<file path="src/pwr_pkg.sv">
package pwr_pkg;

  // System clock period, 125 MHz
  localparam int CLK_PERIOD_PS     = 8000;

  // Least low time on the reset pin that must give a reset
  localparam int MIN_RST_PULSE_NS  = 2500;
  localparam int MIN_RST_PULSE_CYC = (MIN_RST_PULSE_NS * 1000 + CLK_PERIOD_PS - 1) / CLK_PERIOD_PS;

  // Cycles the stopped domains get to settle before the core clock returns
  localparam int WAKE_SETTLE_CYC   = 4;

  // Sleep mode codes
  localparam int               MODE_W       = 3;
  localparam logic [MODE_W-1:0] MODE_IDLE    = 3'h0;
  localparam logic [MODE_W-1:0] MODE_ADC_NR  = 3'h1;
  localparam logic [MODE_W-1:0] MODE_PDOWN   = 3'h2;
  localparam logic [MODE_W-1:0] MODE_PSAVE   = 3'h3;
  localparam logic [MODE_W-1:0] MODE_STANDBY = 3'h6;

  // Clock enable vector: bit positions
  localparam int CE_W     = 6;
  localparam int CE_CPU   = 0;
  localparam int CE_MEM   = 1;
  localparam int CE_IO    = 2;
  localparam int CE_ASYNC = 3;
  localparam int CE_ADC   = 4;
  localparam int CE_OSC   = 5;

  // Clock enable sets per mode
  localparam logic [CE_W-1:0] CE_ALL     = 6'h3F;
  localparam logic [CE_W-1:0] CE_IDLE    = 6'h3E;
  localparam logic [CE_W-1:0] CE_ADCNR   = 6'h38;
  localparam logic [CE_W-1:0] CE_PDOWN   = 6'h00;
  localparam logic [CE_W-1:0] CE_PSAVE   = 6'h08;
  localparam logic [CE_W-1:0] CE_STANDBY = 6'h20;
  localparam logic [CE_W-1:0] CE_WAKE    = 6'h3E;

  // Port geometry and special pins
  localparam int PB_W            = 8;
  localparam int PC_W            = 7;
  localparam int PD_W            = 8;
  localparam int PB_OSC_IN_BIT   = 6;
  localparam int PB_OSC_OUT_BIT  = 7;
  localparam int PC_RST_BIT      = 6;

endpackage

</file>
<file path="src/rst_pin_if.sv">
`timescale 1ns/1ps
interface rst_pin_if;
  logic pin_level;
  logic pin_enable;
  logic reset_req;

  modport filt (input pin_level, input pin_enable, output reset_req);
  modport ctrl (output pin_level, output pin_enable, input reset_req);
endinterface

</file>
<file path="src/rst_pulse_filter.sv">
`timescale 1ns/1ps
module rst_pulse_filter #(
  parameter int MIN_CYC = pwr_pkg::MIN_RST_PULSE_CYC
) (
  input  wire logic clk_in,
  input  wire logic rst_b_in,
  rst_pin_if.filt   pin
);

  localparam int CW = $clog2(MIN_CYC + 1);

  // Refused at elaboration: a zero count would let any glitch reset the core
  if (MIN_CYC < 1) begin : g_bad_min_cyc
    $error("MIN_CYC must be at least 1");
  end

  logic [CW-1:0] cnt_q;
  logic [CW-1:0] cnt_d;
  logic          req_q;
  logic          req_d;

  // Reset asserts once the pin has been sampled low on MIN_CYC + 1 edges and holds while low
  always_comb begin
    cnt_d = cnt_q;
    req_d = req_q;
    if (!pin.pin_enable || pin.pin_level) begin
      cnt_d = '0;
      req_d = 1'b0;
    end else if (cnt_q == CW'(MIN_CYC)) begin
      req_d = 1'b1;
    end else begin
      cnt_d = cnt_q + CW'(1);
    end
  end

  always_ff @(posedge clk_in or negedge rst_b_in) begin
    if (!rst_b_in) begin
      cnt_q <= '0;
      req_q <= 1'b0;
    end else begin
      cnt_q <= cnt_d;
      req_q <= req_d;
    end
  end

  assign pin.reset_req = req_q;

endmodule

</file>
<file path="src/sleep_reset_ctrl.sv">
`timescale 1ns/1ps
module sleep_reset_ctrl #(
  parameter int MIN_RST_CYC = pwr_pkg::MIN_RST_PULSE_CYC,
  parameter int SETTLE_CYC  = pwr_pkg::WAKE_SETTLE_CYC
) (
  // Clock and reset
  input  wire logic                         CLK_SYS_IN,
  input  wire logic                         RST_B_IN,
  // Sleep control from the core
  input  wire logic                         SLEEP_EN_IN,
  input  wire logic [pwr_pkg::MODE_W-1:0]   SLEEP_MODE_IN,
  input  wire logic                         SLEEP_CMD_IN,
  input  wire logic                         WAKE_IRQ_IN,
  // Fuses and clock selection
  input  wire logic                         RESET_PIN_DISABLE_FUSE_IN,
  input  wire logic                         CRYSTAL_FUSE_IN,
  input  wire logic                         INT_RC_CLK_IN,
  input  wire logic                         ASYNC_TIMER_CLOCK_SELECT_IN,
  // Port data and direction from the port logic, and the reset pad level
  input  wire logic [pwr_pkg::PB_W-1:0]     PORT_B_OUT_IN,
  input  wire logic [pwr_pkg::PB_W-1:0]     PORT_B_DIR_IN,
  input  wire logic [pwr_pkg::PC_W-1:0]     PORT_C_OUT_IN,
  input  wire logic [pwr_pkg::PC_W-1:0]     PORT_C_DIR_IN,
  input  wire logic [pwr_pkg::PD_W-1:0]     PORT_D_OUT_IN,
  input  wire logic [pwr_pkg::PD_W-1:0]     PORT_D_DIR_IN,
  input  wire logic                         PAD_C6_IN,
  // Clock enables and status
  output logic      [pwr_pkg::CE_W-1:0]     CLK_EN_OUT,
  output logic                              SLEEPING_OUT,
  output logic                              CORE_RESET_B_OUT,
  // Pads
  output logic      [pwr_pkg::PB_W-1:0]     PAD_B_OUT,
  output logic      [pwr_pkg::PB_W-1:0]     PAD_B_OE_B_OUT,
  output logic      [pwr_pkg::PC_W-1:0]     PAD_C_OUT,
  output logic      [pwr_pkg::PC_W-1:0]     PAD_C_OE_B_OUT,
  output logic      [pwr_pkg::PD_W-1:0]     PAD_D_OUT,
  output logic      [pwr_pkg::PD_W-1:0]     PAD_D_OE_B_OUT,
  // Pin function selects
  output logic                              CRYSTAL_PINS_SEL_OUT,
  output logic                              TIMER_OSC_PINS_SEL_OUT,
  output logic                              RESET_PIN_SEL_OUT
);

  localparam int SW = $clog2(SETTLE_CYC + 1);

  // Refused at elaboration: the counters need at least one cycle
  if (SETTLE_CYC < 1) begin : g_bad_settle
    $error("SETTLE_CYC must be at least 1");
  end
  if (MIN_RST_CYC < 1) begin : g_bad_min_rst
    $error("MIN_RST_CYC must be at least 1");
  end

  typedef enum logic [1:0] {ST_ACTIVE, ST_SLEEP, ST_WAKE} state_t;

  // Reset pin filter
  rst_pin_if rpin ();
  assign rpin.pin_level  = PAD_C6_IN;
  assign rpin.pin_enable = !RESET_PIN_DISABLE_FUSE_IN;

  rst_pulse_filter #(
    .MIN_CYC (MIN_RST_CYC)
  ) u_filt (
    .clk_in   (CLK_SYS_IN),
    .rst_b_in (RST_B_IN),
    .pin      (rpin.filt)
  );

  logic pin_rst;
  assign pin_rst = rpin.reset_req;

  // Mode decode: anything outside the five codes is refused
  function automatic logic [pwr_pkg::CE_W:0] mode_ce(input logic [pwr_pkg::MODE_W-1:0] m);
    logic [pwr_pkg::CE_W:0] r;
    r = {1'b0, pwr_pkg::CE_ALL};
    case (m)
      pwr_pkg::MODE_IDLE:    r = {1'b1, pwr_pkg::CE_IDLE};
      pwr_pkg::MODE_ADC_NR:  r = {1'b1, pwr_pkg::CE_ADCNR};
      pwr_pkg::MODE_PDOWN:   r = {1'b1, pwr_pkg::CE_PDOWN};
      pwr_pkg::MODE_PSAVE:   r = {1'b1, pwr_pkg::CE_PSAVE};
      pwr_pkg::MODE_STANDBY: r = {1'b1, pwr_pkg::CE_STANDBY};
      default:               r = {1'b0, pwr_pkg::CE_ALL};
    endcase
    return r;
  endfunction

  // Sleep sequencer
  state_t                  state_q;
  state_t                  state_d;
  logic [pwr_pkg::CE_W-1:0] ce_q;
  logic [pwr_pkg::CE_W-1:0] ce_d;
  logic [SW-1:0]           wcnt_q;
  logic [SW-1:0]           wcnt_d;
  logic [pwr_pkg::CE_W:0]  dec;

  always_comb begin
    state_d = state_q;
    ce_d    = ce_q;
    wcnt_d  = wcnt_q;
    dec     = mode_ce(SLEEP_MODE_IN);
    if (pin_rst) begin
      // A hardware reset ends any sleep at once
      state_d = ST_ACTIVE;
      ce_d    = pwr_pkg::CE_ALL;
      wcnt_d  = '0;
    end else begin
      case (state_q)
        ST_ACTIVE: begin
          if (SLEEP_CMD_IN && SLEEP_EN_IN && dec[pwr_pkg::CE_W]) begin
            state_d = ST_SLEEP;
            ce_d    = dec[pwr_pkg::CE_W-1:0];
          end
        end
        ST_SLEEP: begin
          // Register state is simply held: stopped domains keep their flops
          if (WAKE_IRQ_IN) begin
            state_d = ST_WAKE;
            ce_d    = pwr_pkg::CE_WAKE;
            wcnt_d  = '0;
          end
        end
        ST_WAKE: begin
          if (wcnt_q == SW'(SETTLE_CYC - 1)) begin
            state_d = ST_ACTIVE;
            ce_d    = pwr_pkg::CE_ALL;
            wcnt_d  = '0;
          end else begin
            wcnt_d = wcnt_q + SW'(1);
          end
        end
        default: begin
          state_d = ST_ACTIVE;
          ce_d    = pwr_pkg::CE_ALL;
          wcnt_d  = '0;
        end
      endcase
    end
  end

  always_ff @(posedge CLK_SYS_IN or negedge RST_B_IN) begin
    if (!RST_B_IN) begin
      state_q <= ST_ACTIVE;
      ce_q    <= pwr_pkg::CE_ALL;
      wcnt_q  <= '0;
    end else begin
      state_q <= state_d;
      ce_q    <= ce_d;
      wcnt_q  <= wcnt_d;
    end
  end

  // Pin routing and pad drive
  logic                     xtal_sel;
  logic                     tosc_sel;
  logic                     rpin_sel;
  logic [pwr_pkg::PB_W-1:0] b_alt;
  logic [pwr_pkg::PC_W-1:0] c_alt;
  logic [pwr_pkg::PB_W-1:0] b_oe_b_d;
  logic [pwr_pkg::PC_W-1:0] c_oe_b_d;
  logic [pwr_pkg::PD_W-1:0] d_oe_b_d;

  always_comb begin
    xtal_sel = CRYSTAL_FUSE_IN && !INT_RC_CLK_IN;
    tosc_sel = INT_RC_CLK_IN && ASYNC_TIMER_CLOCK_SELECT_IN;
    rpin_sel = !RESET_PIN_DISABLE_FUSE_IN;
    b_alt = '0;
    c_alt = '0;
    b_alt[pwr_pkg::PB_OSC_IN_BIT]  = xtal_sel || tosc_sel;
    b_alt[pwr_pkg::PB_OSC_OUT_BIT] = xtal_sel || tosc_sel;
    c_alt[pwr_pkg::PC_RST_BIT]     = rpin_sel;
    // Oscillator and reset pins are never driven as general outputs while selected for that function
    b_oe_b_d = ~PORT_B_DIR_IN | b_alt;
    c_oe_b_d = ~PORT_C_DIR_IN | c_alt;
    d_oe_b_d = ~PORT_D_DIR_IN;
    if (pin_rst) begin
      b_oe_b_d = '1;
      c_oe_b_d = '1;
      d_oe_b_d = '1;
    end
  end

  // The async reset alone releases the pads with no clock running;
  // the filtered pin reset needs the clock to be counted at all.
  always_ff @(posedge CLK_SYS_IN or negedge RST_B_IN) begin
    if (!RST_B_IN) begin
      PAD_B_OUT              <= '0;
      PAD_B_OE_B_OUT         <= '1;
      PAD_C_OUT              <= '0;
      PAD_C_OE_B_OUT         <= '1;
      PAD_D_OUT              <= '0;
      PAD_D_OE_B_OUT         <= '1;
      CRYSTAL_PINS_SEL_OUT   <= 1'b0;
      TIMER_OSC_PINS_SEL_OUT <= 1'b0;
      RESET_PIN_SEL_OUT      <= 1'b0;
      CORE_RESET_B_OUT       <= 1'b0;
      CLK_EN_OUT             <= pwr_pkg::CE_ALL;
      SLEEPING_OUT           <= 1'b0;
    end else begin
      PAD_B_OUT              <= PORT_B_OUT_IN;
      PAD_B_OE_B_OUT         <= b_oe_b_d;
      PAD_C_OUT              <= PORT_C_OUT_IN;
      PAD_C_OE_B_OUT         <= c_oe_b_d;
      PAD_D_OUT              <= PORT_D_OUT_IN;
      PAD_D_OE_B_OUT         <= d_oe_b_d;
      CRYSTAL_PINS_SEL_OUT   <= xtal_sel;
      TIMER_OSC_PINS_SEL_OUT <= tosc_sel;
      RESET_PIN_SEL_OUT      <= rpin_sel;
      CORE_RESET_B_OUT       <= !pin_rst;
      CLK_EN_OUT             <= ce_d;
      SLEEPING_OUT           <= (state_d != ST_ACTIVE);
    end
  end

endmodule

</file>
<file path="config.mk">
export PLATFORM = sky130hd
export DESIGN_NAME = sleep_reset_ctrl
export DESIGN_NICKNAME = d
export VERILOG_FILES = /design/src/pwr_pkg.sv /design/src/rst_pin_if.sv /design/src/rst_pulse_filter.sv /design/src/sleep_reset_ctrl.sv
export SDC_FILE = /design/constraint.sdc
export NUM_CORES = 1
export LEC_CHECK = 0
export BUFFER_PORTS_ARGS = -buffer_cell sky130_fd_sc_hd__buf_2
export CAP_MARGIN = 20
export CORE_ASPECT_RATIO = 1.2
export CORE_MARGIN = 2
export CORE_UTILIZATION = 51
export CTS_BUF_LIST = sky130_fd_sc_hd__clkbuf_8
export DETAILED_ROUTE_END_ITERATION = 10
export PLACE_DENSITY = 0.94
export RECOVER_POWER = 100
export SLEW_MARGIN = 0
export SYNTH_ARGS = -nofsm -noshare
export SYNTH_HDL_FRONTEND = slang
export SYNTH_SLANG_ARGS = --single-unit
</file>
<file path="constraint.sdc">
create_clock -name CLK_SYS_IN -period 3.5 [get_ports CLK_SYS_IN]
set_input_delay 0.7 -clock CLK_SYS_IN [delete_from_list [all_inputs] [get_ports CLK_SYS_IN]]
set_output_delay 0.7 -clock CLK_SYS_IN [all_outputs]
set_load 0.05 [all_outputs]
</file>
; Yosys cells after proc, flatten, opt, wreduce, memory -nomap -nowiden
; Index checks and enable logic that the tools add are counted.
[totals]
inputBits = 59
word_cells = 73
reg_bits = 72
out_inout_bits = 57
[op_classes]
reduce_logical = 15
n_eq_ne = 13
add_sub_neg = 2
n_bitwise = 5
n_mux = 22
[op_table]
columns = op, count
row1 = case mux 7 bit (5 select lines), 1
row2 = 2-to-1 mux 6 bit, 4
row3 = 2-to-1 mux 9 bit, 2
row4 = case mux 6 bit (3 select lines), 1
row5 = 2-to-1 mux 8 bit, 2
row6 = NOT 8 bit, 2
row7 = "adder 9 x 1 -> 9 bit, second input constant", 1
row8 = "equality test 3 x 2 -> 1 bit, second input constant", 3
row9 = "equality test 9 bit, second input constant", 1
row10 = 2-to-1 mux 3 bit, 3
row11 = "!= test 3 x 2 -> 1 bit, second input constant", 3
row12 = case mux 3 bit (3 select lines), 1
row13 = 2-to-1 mux 2 bit, 4
row14 = OR 8 bit, 1
row15 = 2-to-1 mux 7 bit, 1
row16 = NOT 7 bit, 1
row17 = OR 7 bit, 1
row18 = case mux 2 bit (3 select lines), 1
row19 = logical AND 1 bit, 4
row20 = "!= test 2 x 1 -> 1 bit, second input constant", 2
row21 = nonzero test 2 bit, 2
row22 = "adder 3 x 1 -> 3 bit, second input constant", 1
row23 = "equality test 3 x 1 -> 1 bit, second input constant", 1
row24 = "equality test 3 bit, second input constant", 1
row25 = 9 further kinds, 13

; Longest topological paths before layout
[logic_depth]
word_depth = 7
mapped_depth = 6
ltp_nobuf = 6

; By module
; From an unflattened synthesis, not the netlist that was laid out.
[unflattened]
hier_cells = 196
hier_area_um2 = 2544.9
[by_module_without_submodules]
columns = mod, n_inst, area_per_inst_um2, seq_area_each_um2, cells_each
row1 = sleep_reset_ctrl, 1, 2038.2, 1561.5, 145
row2 = rst_pulse_filter, 1, 506.7, 250.2, 51

; Least setup slack after synthesis
; Ideal clock, no wire load.
[synth_path]
kind = register -> output
from = register CLK_EN_OUT[2] (netlist name)
to = output CLK_EN_OUT[2] (netlist name)
arrival_time_ns = 0.928
path_stages_with_launch = 2
t_required_ns = 2.800
n_path_buf = 1
path_slack_ns = 1.872
cell_sequence = dfstp_2 buf_4
[synth_rtl]
columns = element, line
row1 = start: declaration, sleep_reset_ctrl.sv:28  ; output logic [pwr_pkg::CE_W-1:0] CLK_EN_OUT,
row2 = start signal: assignment, sleep_reset_ctrl.sv:196  ; CLK_EN_OUT <= pwr_pkg::CE_ALL;
; No word-level cell between the ends.

==> metrics.txt <==
# TYPE chip_impl_metric gauge
chip_impl_info{name="path_delay_family",value="flip-flops"} 1
chip_impl_metric{name="clock_sinks",unit=""} 71
chip_impl_metric{name="synthDominantCellAreaShare",unit="%"} 44.22
chip_impl_metric{name="hold_slack",unit="ps"} 476.5
chip_impl_metric{name="fin_crit",unit="ps"} 2036
chip_impl_metric{name="drt-vias-per-instance",unit=""} 4.724
chip_impl_metric{name="final_antenna_net_count",unit=""} 0
chip_impl_metric{name="achievable_freq",unit="MHz"} 491.0
chip_impl_info{name="ys_top_cells_by_area",value="sky130_fd_sc_hd__dfrtp_1, sky130_fd_sc_hd__dfstp_2, sky130_fd_sc_hd__nand2_1"} 1
chip_impl_metric{name="synth-seq-area-share",unit="%"} 74.45
chip_impl_metric{name="synth.avg_cell_area",unit="µm²"} 13.67
chip_impl_metric{name="route.final.wire_length",unit="µm"} 4843
chip_impl_metric{name="cts_hold_repair.buffers",unit=""} 0
chip_impl_metric{name="cts.reportedPaths.clkPinSlew",unit="ps"} 70
chip_impl_info{name="run_status",value="complete, no violations"} 1
chip_impl_metric{name="cts_repair_resize_count",unit=""} 0
chip_impl_metric{name="critPathBufInv",unit=""} 1
chip_impl_info{name="most_frequent_cell_after_synthesis",value="sky130_fd_sc_hd__dfrtp_1"} 1
chip_impl_metric{name="die_height",unit="µm"} 79.67
chip_impl_info{name="worst_hold_path_type",value="input pin to flip-flop"} 1
chip_impl_info{name="yosysTopAreaCell",value="sky130_fd_sc_hd__dfrtp_1"} 1
chip_impl_metric{name="async_reset_ff_share",unit="%"} 100.0
chip_impl_info{name="crit_path_cell_trace",value="clkbuf_1"} 1
chip_impl_metric{name="floorplan.core_area",unit="µm²"} 4594
chip_impl_metric{name="number_of_setup_violations_in_the_final_report",unit=""} 0
chip_impl_metric{name="drc_viols",unit=""} 0
chip_impl_metric{name="max_slew.worst_pin.slew",unit="ps"} 1425
chip_impl_metric{name="critical_path_peak_fanout",unit=""} 3
chip_impl_metric{name="ys_types",unit=""} 38
chip_impl_metric{name="timing.final.hold_violations",unit=""} 0
chip_impl_metric{name="synthToLayoutAreaGrowth",unit="%"} 29.31
chip_impl_metric{name="finalClockSkew",unit="ps"} 8.439
chip_impl_metric{name="number_of_antenna_violations_at_the_first_check_in_global_routing",unit=""} 0
chip_impl_metric{name="max-clock-path-buffers",unit=""} 2
chip_impl_metric{name="via_count",unit=""} 1710
chip_impl_metric{name="grt_use_total",unit="%"} 19.98
chip_impl_metric{name="detailed_routing_iterations_pass_1",unit=""} 4
chip_impl_info{name="rsz0062_at_grt",value="no"} 1
chip_impl_metric{name="post-dp-hpwl",unit="µm"} 3693
chip_impl_metric{name="final_nets",unit=""} 361
chip_impl_metric{name="synthesis.nets",unit=""} 240
chip_impl_metric{name="numPortBuffers",unit=""} 115
chip_impl_metric{name="die_w",unit="µm"} 67.06
chip_impl_info{name="timing.critical_path.slowest_stage_cell",value="sky130_fd_sc_hd__dfstp_2"} 1
chip_impl_metric{name="overflow",unit=""} 0
chip_impl_metric{name="power.static_leakage",unit="nW"} 1.501
chip_impl_metric{name="row_count",unit=""} 27
chip_impl_metric{name="place.gp.congestion",unit=""} 0.7763
chip_impl_metric{name="grt_first_pass_wirelength",unit="µm"} 7652
chip_impl_metric{name="cts_buffers",unit=""} 9
chip_impl_info{name="primary_flip_flop_cell_chosen_by_synthesis_mapping",value="sky130_fd_sc_hd__dfrtp_1"} 1
chip_impl_metric{name="htree_num_levels",unit=""} 3
chip_impl_metric{name="cpPeakStageDelay",unit="ps"} 540
chip_impl_metric{name="total_power",unit="mW"} 1.965
chip_impl_metric{name="worst_ep_arrival_time",unit="ps"} 1340
chip_impl_metric{name="post-cts-setup-buffers",unit=""} 0
chip_impl_metric{name="ff_latch_count_synth",unit=""} 71
chip_impl_metric{name="vdd_ir_drop_max",unit="mV"} 0.3483
chip_impl_metric{name="starting_density_of_the_core",unit="%"} 52.97
chip_impl_metric{name="drv_slew",unit=""} 0
chip_impl_info{name="setup.worst_path.end_class",value="output port"} 1
chip_impl_metric{name="period_share",unit="%"} 58.18
chip_impl_metric{name="top_level_pins",unit=""} 116
chip_impl_info{name="synth_top_cells_by_count",value="sky130_fd_sc_hd__dfrtp_1, sky130_fd_sc_hd__dfstp_2, sky130_fd_sc_hd__nand2_1"} 1
chip_impl_metric{name="antenna-diode-count",unit=""} 0
chip_impl_metric{name="routedWlPerCell",unit="µm"} 13.38
chip_impl_metric{name="power.density_cell_area",unit="nW/µm²"} 624.4
chip_impl_metric{name="detail_route.iter0.violations",unit=""} 99
chip_impl_metric{name="synth_edf_count",unit=""} 0
chip_impl_metric{name="layout-drive-gt1-share",unit="%"} 32.24
chip_impl_metric{name="die-area",unit="µm²"} 5343
chip_impl_metric{name="post_synth_instance_area",unit="µm²"} 2434
chip_impl_metric{name="synth_warnings",unit=""} 0
chip_impl_info{name="critPathLaunchType",value="flip-flop"} 1
chip_impl_metric{name="pin_count_of_the_biggest_net_entering_global_routing",unit=""} 30
chip_impl_metric{name="first_global_vias",unit=""} 1726
chip_impl_info{name="timing_worst_setup_path_type",value="flip-flop to output port"} 1
chip_impl_info{name="clockRootBuffer",value="sky130_fd_sc_hd__clkbuf_8"} 1
chip_impl_metric{name="relSlewSlack",unit="%"} 4.990
chip_impl_metric{name="setup_total_negative_slack",unit="ps"} 0
chip_impl_metric{name="crit_required",unit="ps"} 2800
chip_impl_info{name="tritoncts",value="yes"} 1
chip_impl_metric{name="layout.filler_cells",unit=""} 375
chip_impl_metric{name="post_synth_inst_count",unit=""} 178
chip_impl_metric{name="max_cap_violations",unit=""} 0
chip_impl_metric{name="clock_insertion_delay_worst_skew",unit="ps"} 320
logic make-up (layout without fill, tap and decap cells):
kind of cell             after synthesis  in the layout  synth area share (%)
AO/OA/AOI/OAI                         20             20                 5.964
XOR/XNOR                               7              7                 2.519
adder cells (fa/ha/maj)                3              3                 1.543
buffers and inverters                 11            137                 2.210
flip-flops                            71             71                 74.45
multiplexers                           2              2                0.8227
AND/OR/NAND/NOR                       64             64                 12.49
final timing paths:
| kind | end | slack (ps) | cells past startpoint | from |
|---|---|---|---|---|
| setup / recovery | CLK_EN_OUT[1] | 1460 | 1 | CLK_EN_OUT[2] |
| hold / removal | PAD_D_OUT[6] | 480 | 1 | PORT_D_OUT_IN[6] |
| setup reg to reg | CLK_EN_OUT[0] | 1970 | 4 | state_q[0] |
| hold reg to reg | wcnt_q[2] | 500 | 1 | wcnt_q[2] |
| max in group asynchronous | PAD_D_OE_B_OUT[3] | 1750 | 2 | RST_B_IN |
| min in group asynchronous | PAD_B_OUT[3] | 700 | 1 | RST_B_IN |
sequential cells by signal, indices dropped and copies added (netlist names):
signal	flops
wcnt_q	3
state_q	2
CLK_EN_OUT	5
u_filt.pin.reset_req	1
PAD_B_OUT	8
TIMER_OSC_PINS_SEL_OUT	1
PAD_B_OE_B_OUT	8
PAD_D_OE_B_OUT	8
CRYSTAL_PINS_SEL_OUT	1
u_filt.cnt_q	9
CORE_RESET_B_OUT	1
PAD_C_OE_B_OUT	7
RESET_PIN_SEL_OUT	1
SLEEPING_OUT	1
PAD_D_OUT	8
PAD_C_OUT	7
routing by layer:
metal  vias up  routed length, µm  GRT usage, %
met5         -                  0             0
met4         0                100         8.980
met3        10                266         6.206
met2        53               2749         36.53
met1       823               1727         20.16
li1        824                  -             -
cell type report:
type / count / area [µm²] / area share [%]
Timing Repair Buffer: 117 / 515.5 / 16.38
Inverter: 4 / 15.01 / 0.4771
Tap cell: 58 / 72.57 / 2.306
Clock buffer: 10 / 137.6 / 4.374
Multi-Input combinational cell: 96 / 564.3 / 17.93
Sequential cell: 71 / 1812 / 57.57
Clock inverter: 6 / 30.03 / 0.9543
where the power goes:
part           internal [mW]  total [mW]  leakage [nW]  switching [mW]
combinational          0.129       0.460         0.577           0.331
clock                  0.267       0.537        0.0998           0.269
sequential             0.918       0.968         0.825          0.0496
placed cells by master (no fill, tap or decap), drive strengths merged:
cell     netlist  routed
and2           2       2
and2b          1       1
nand4          1       1
o21bai         1       1
or3            1       1
nor2b          4       4
o22a           3       3
nand4b         1       1
nand2b         3       3
clkbuf         3      70
a2bb2oi        1       1
inv            4       7
nor2          11      11
buf            4      57
and3           2       2
dfrtp         43      43
a22oi          2       2
a21oi          7       7
nand3          4       4
clkinv         0       3
ha             3       3
dfstp         28      28
nand2         27      27
xnor2          2       2
o2111ai        1       1
o211a          1       1
nor3           3       3
xor2           5       5
o21ai          1       1
or2            1       1
nor3b          1       1
a221o          1       1
nand3b         2       2
mux2i          2       2
o21a           2       2
stage by stage:
stage / instances / utilization [%] / area (µm²) / setup slack [ps]
after floorplan: 178 / - / 2434 / 1872
after global placement: 346 / 66.56 / 3058 / 1833
after detailed placement: 346 / 66.56 / 3058 / 1757
after CTS: 362 / 70.21 / 3226 / 1659
after global routing: 362 / 68.49 / 3147 / 1408
final: 362 / 68.49 / 3147 / 1464
(Power assumes the default switching activity.)
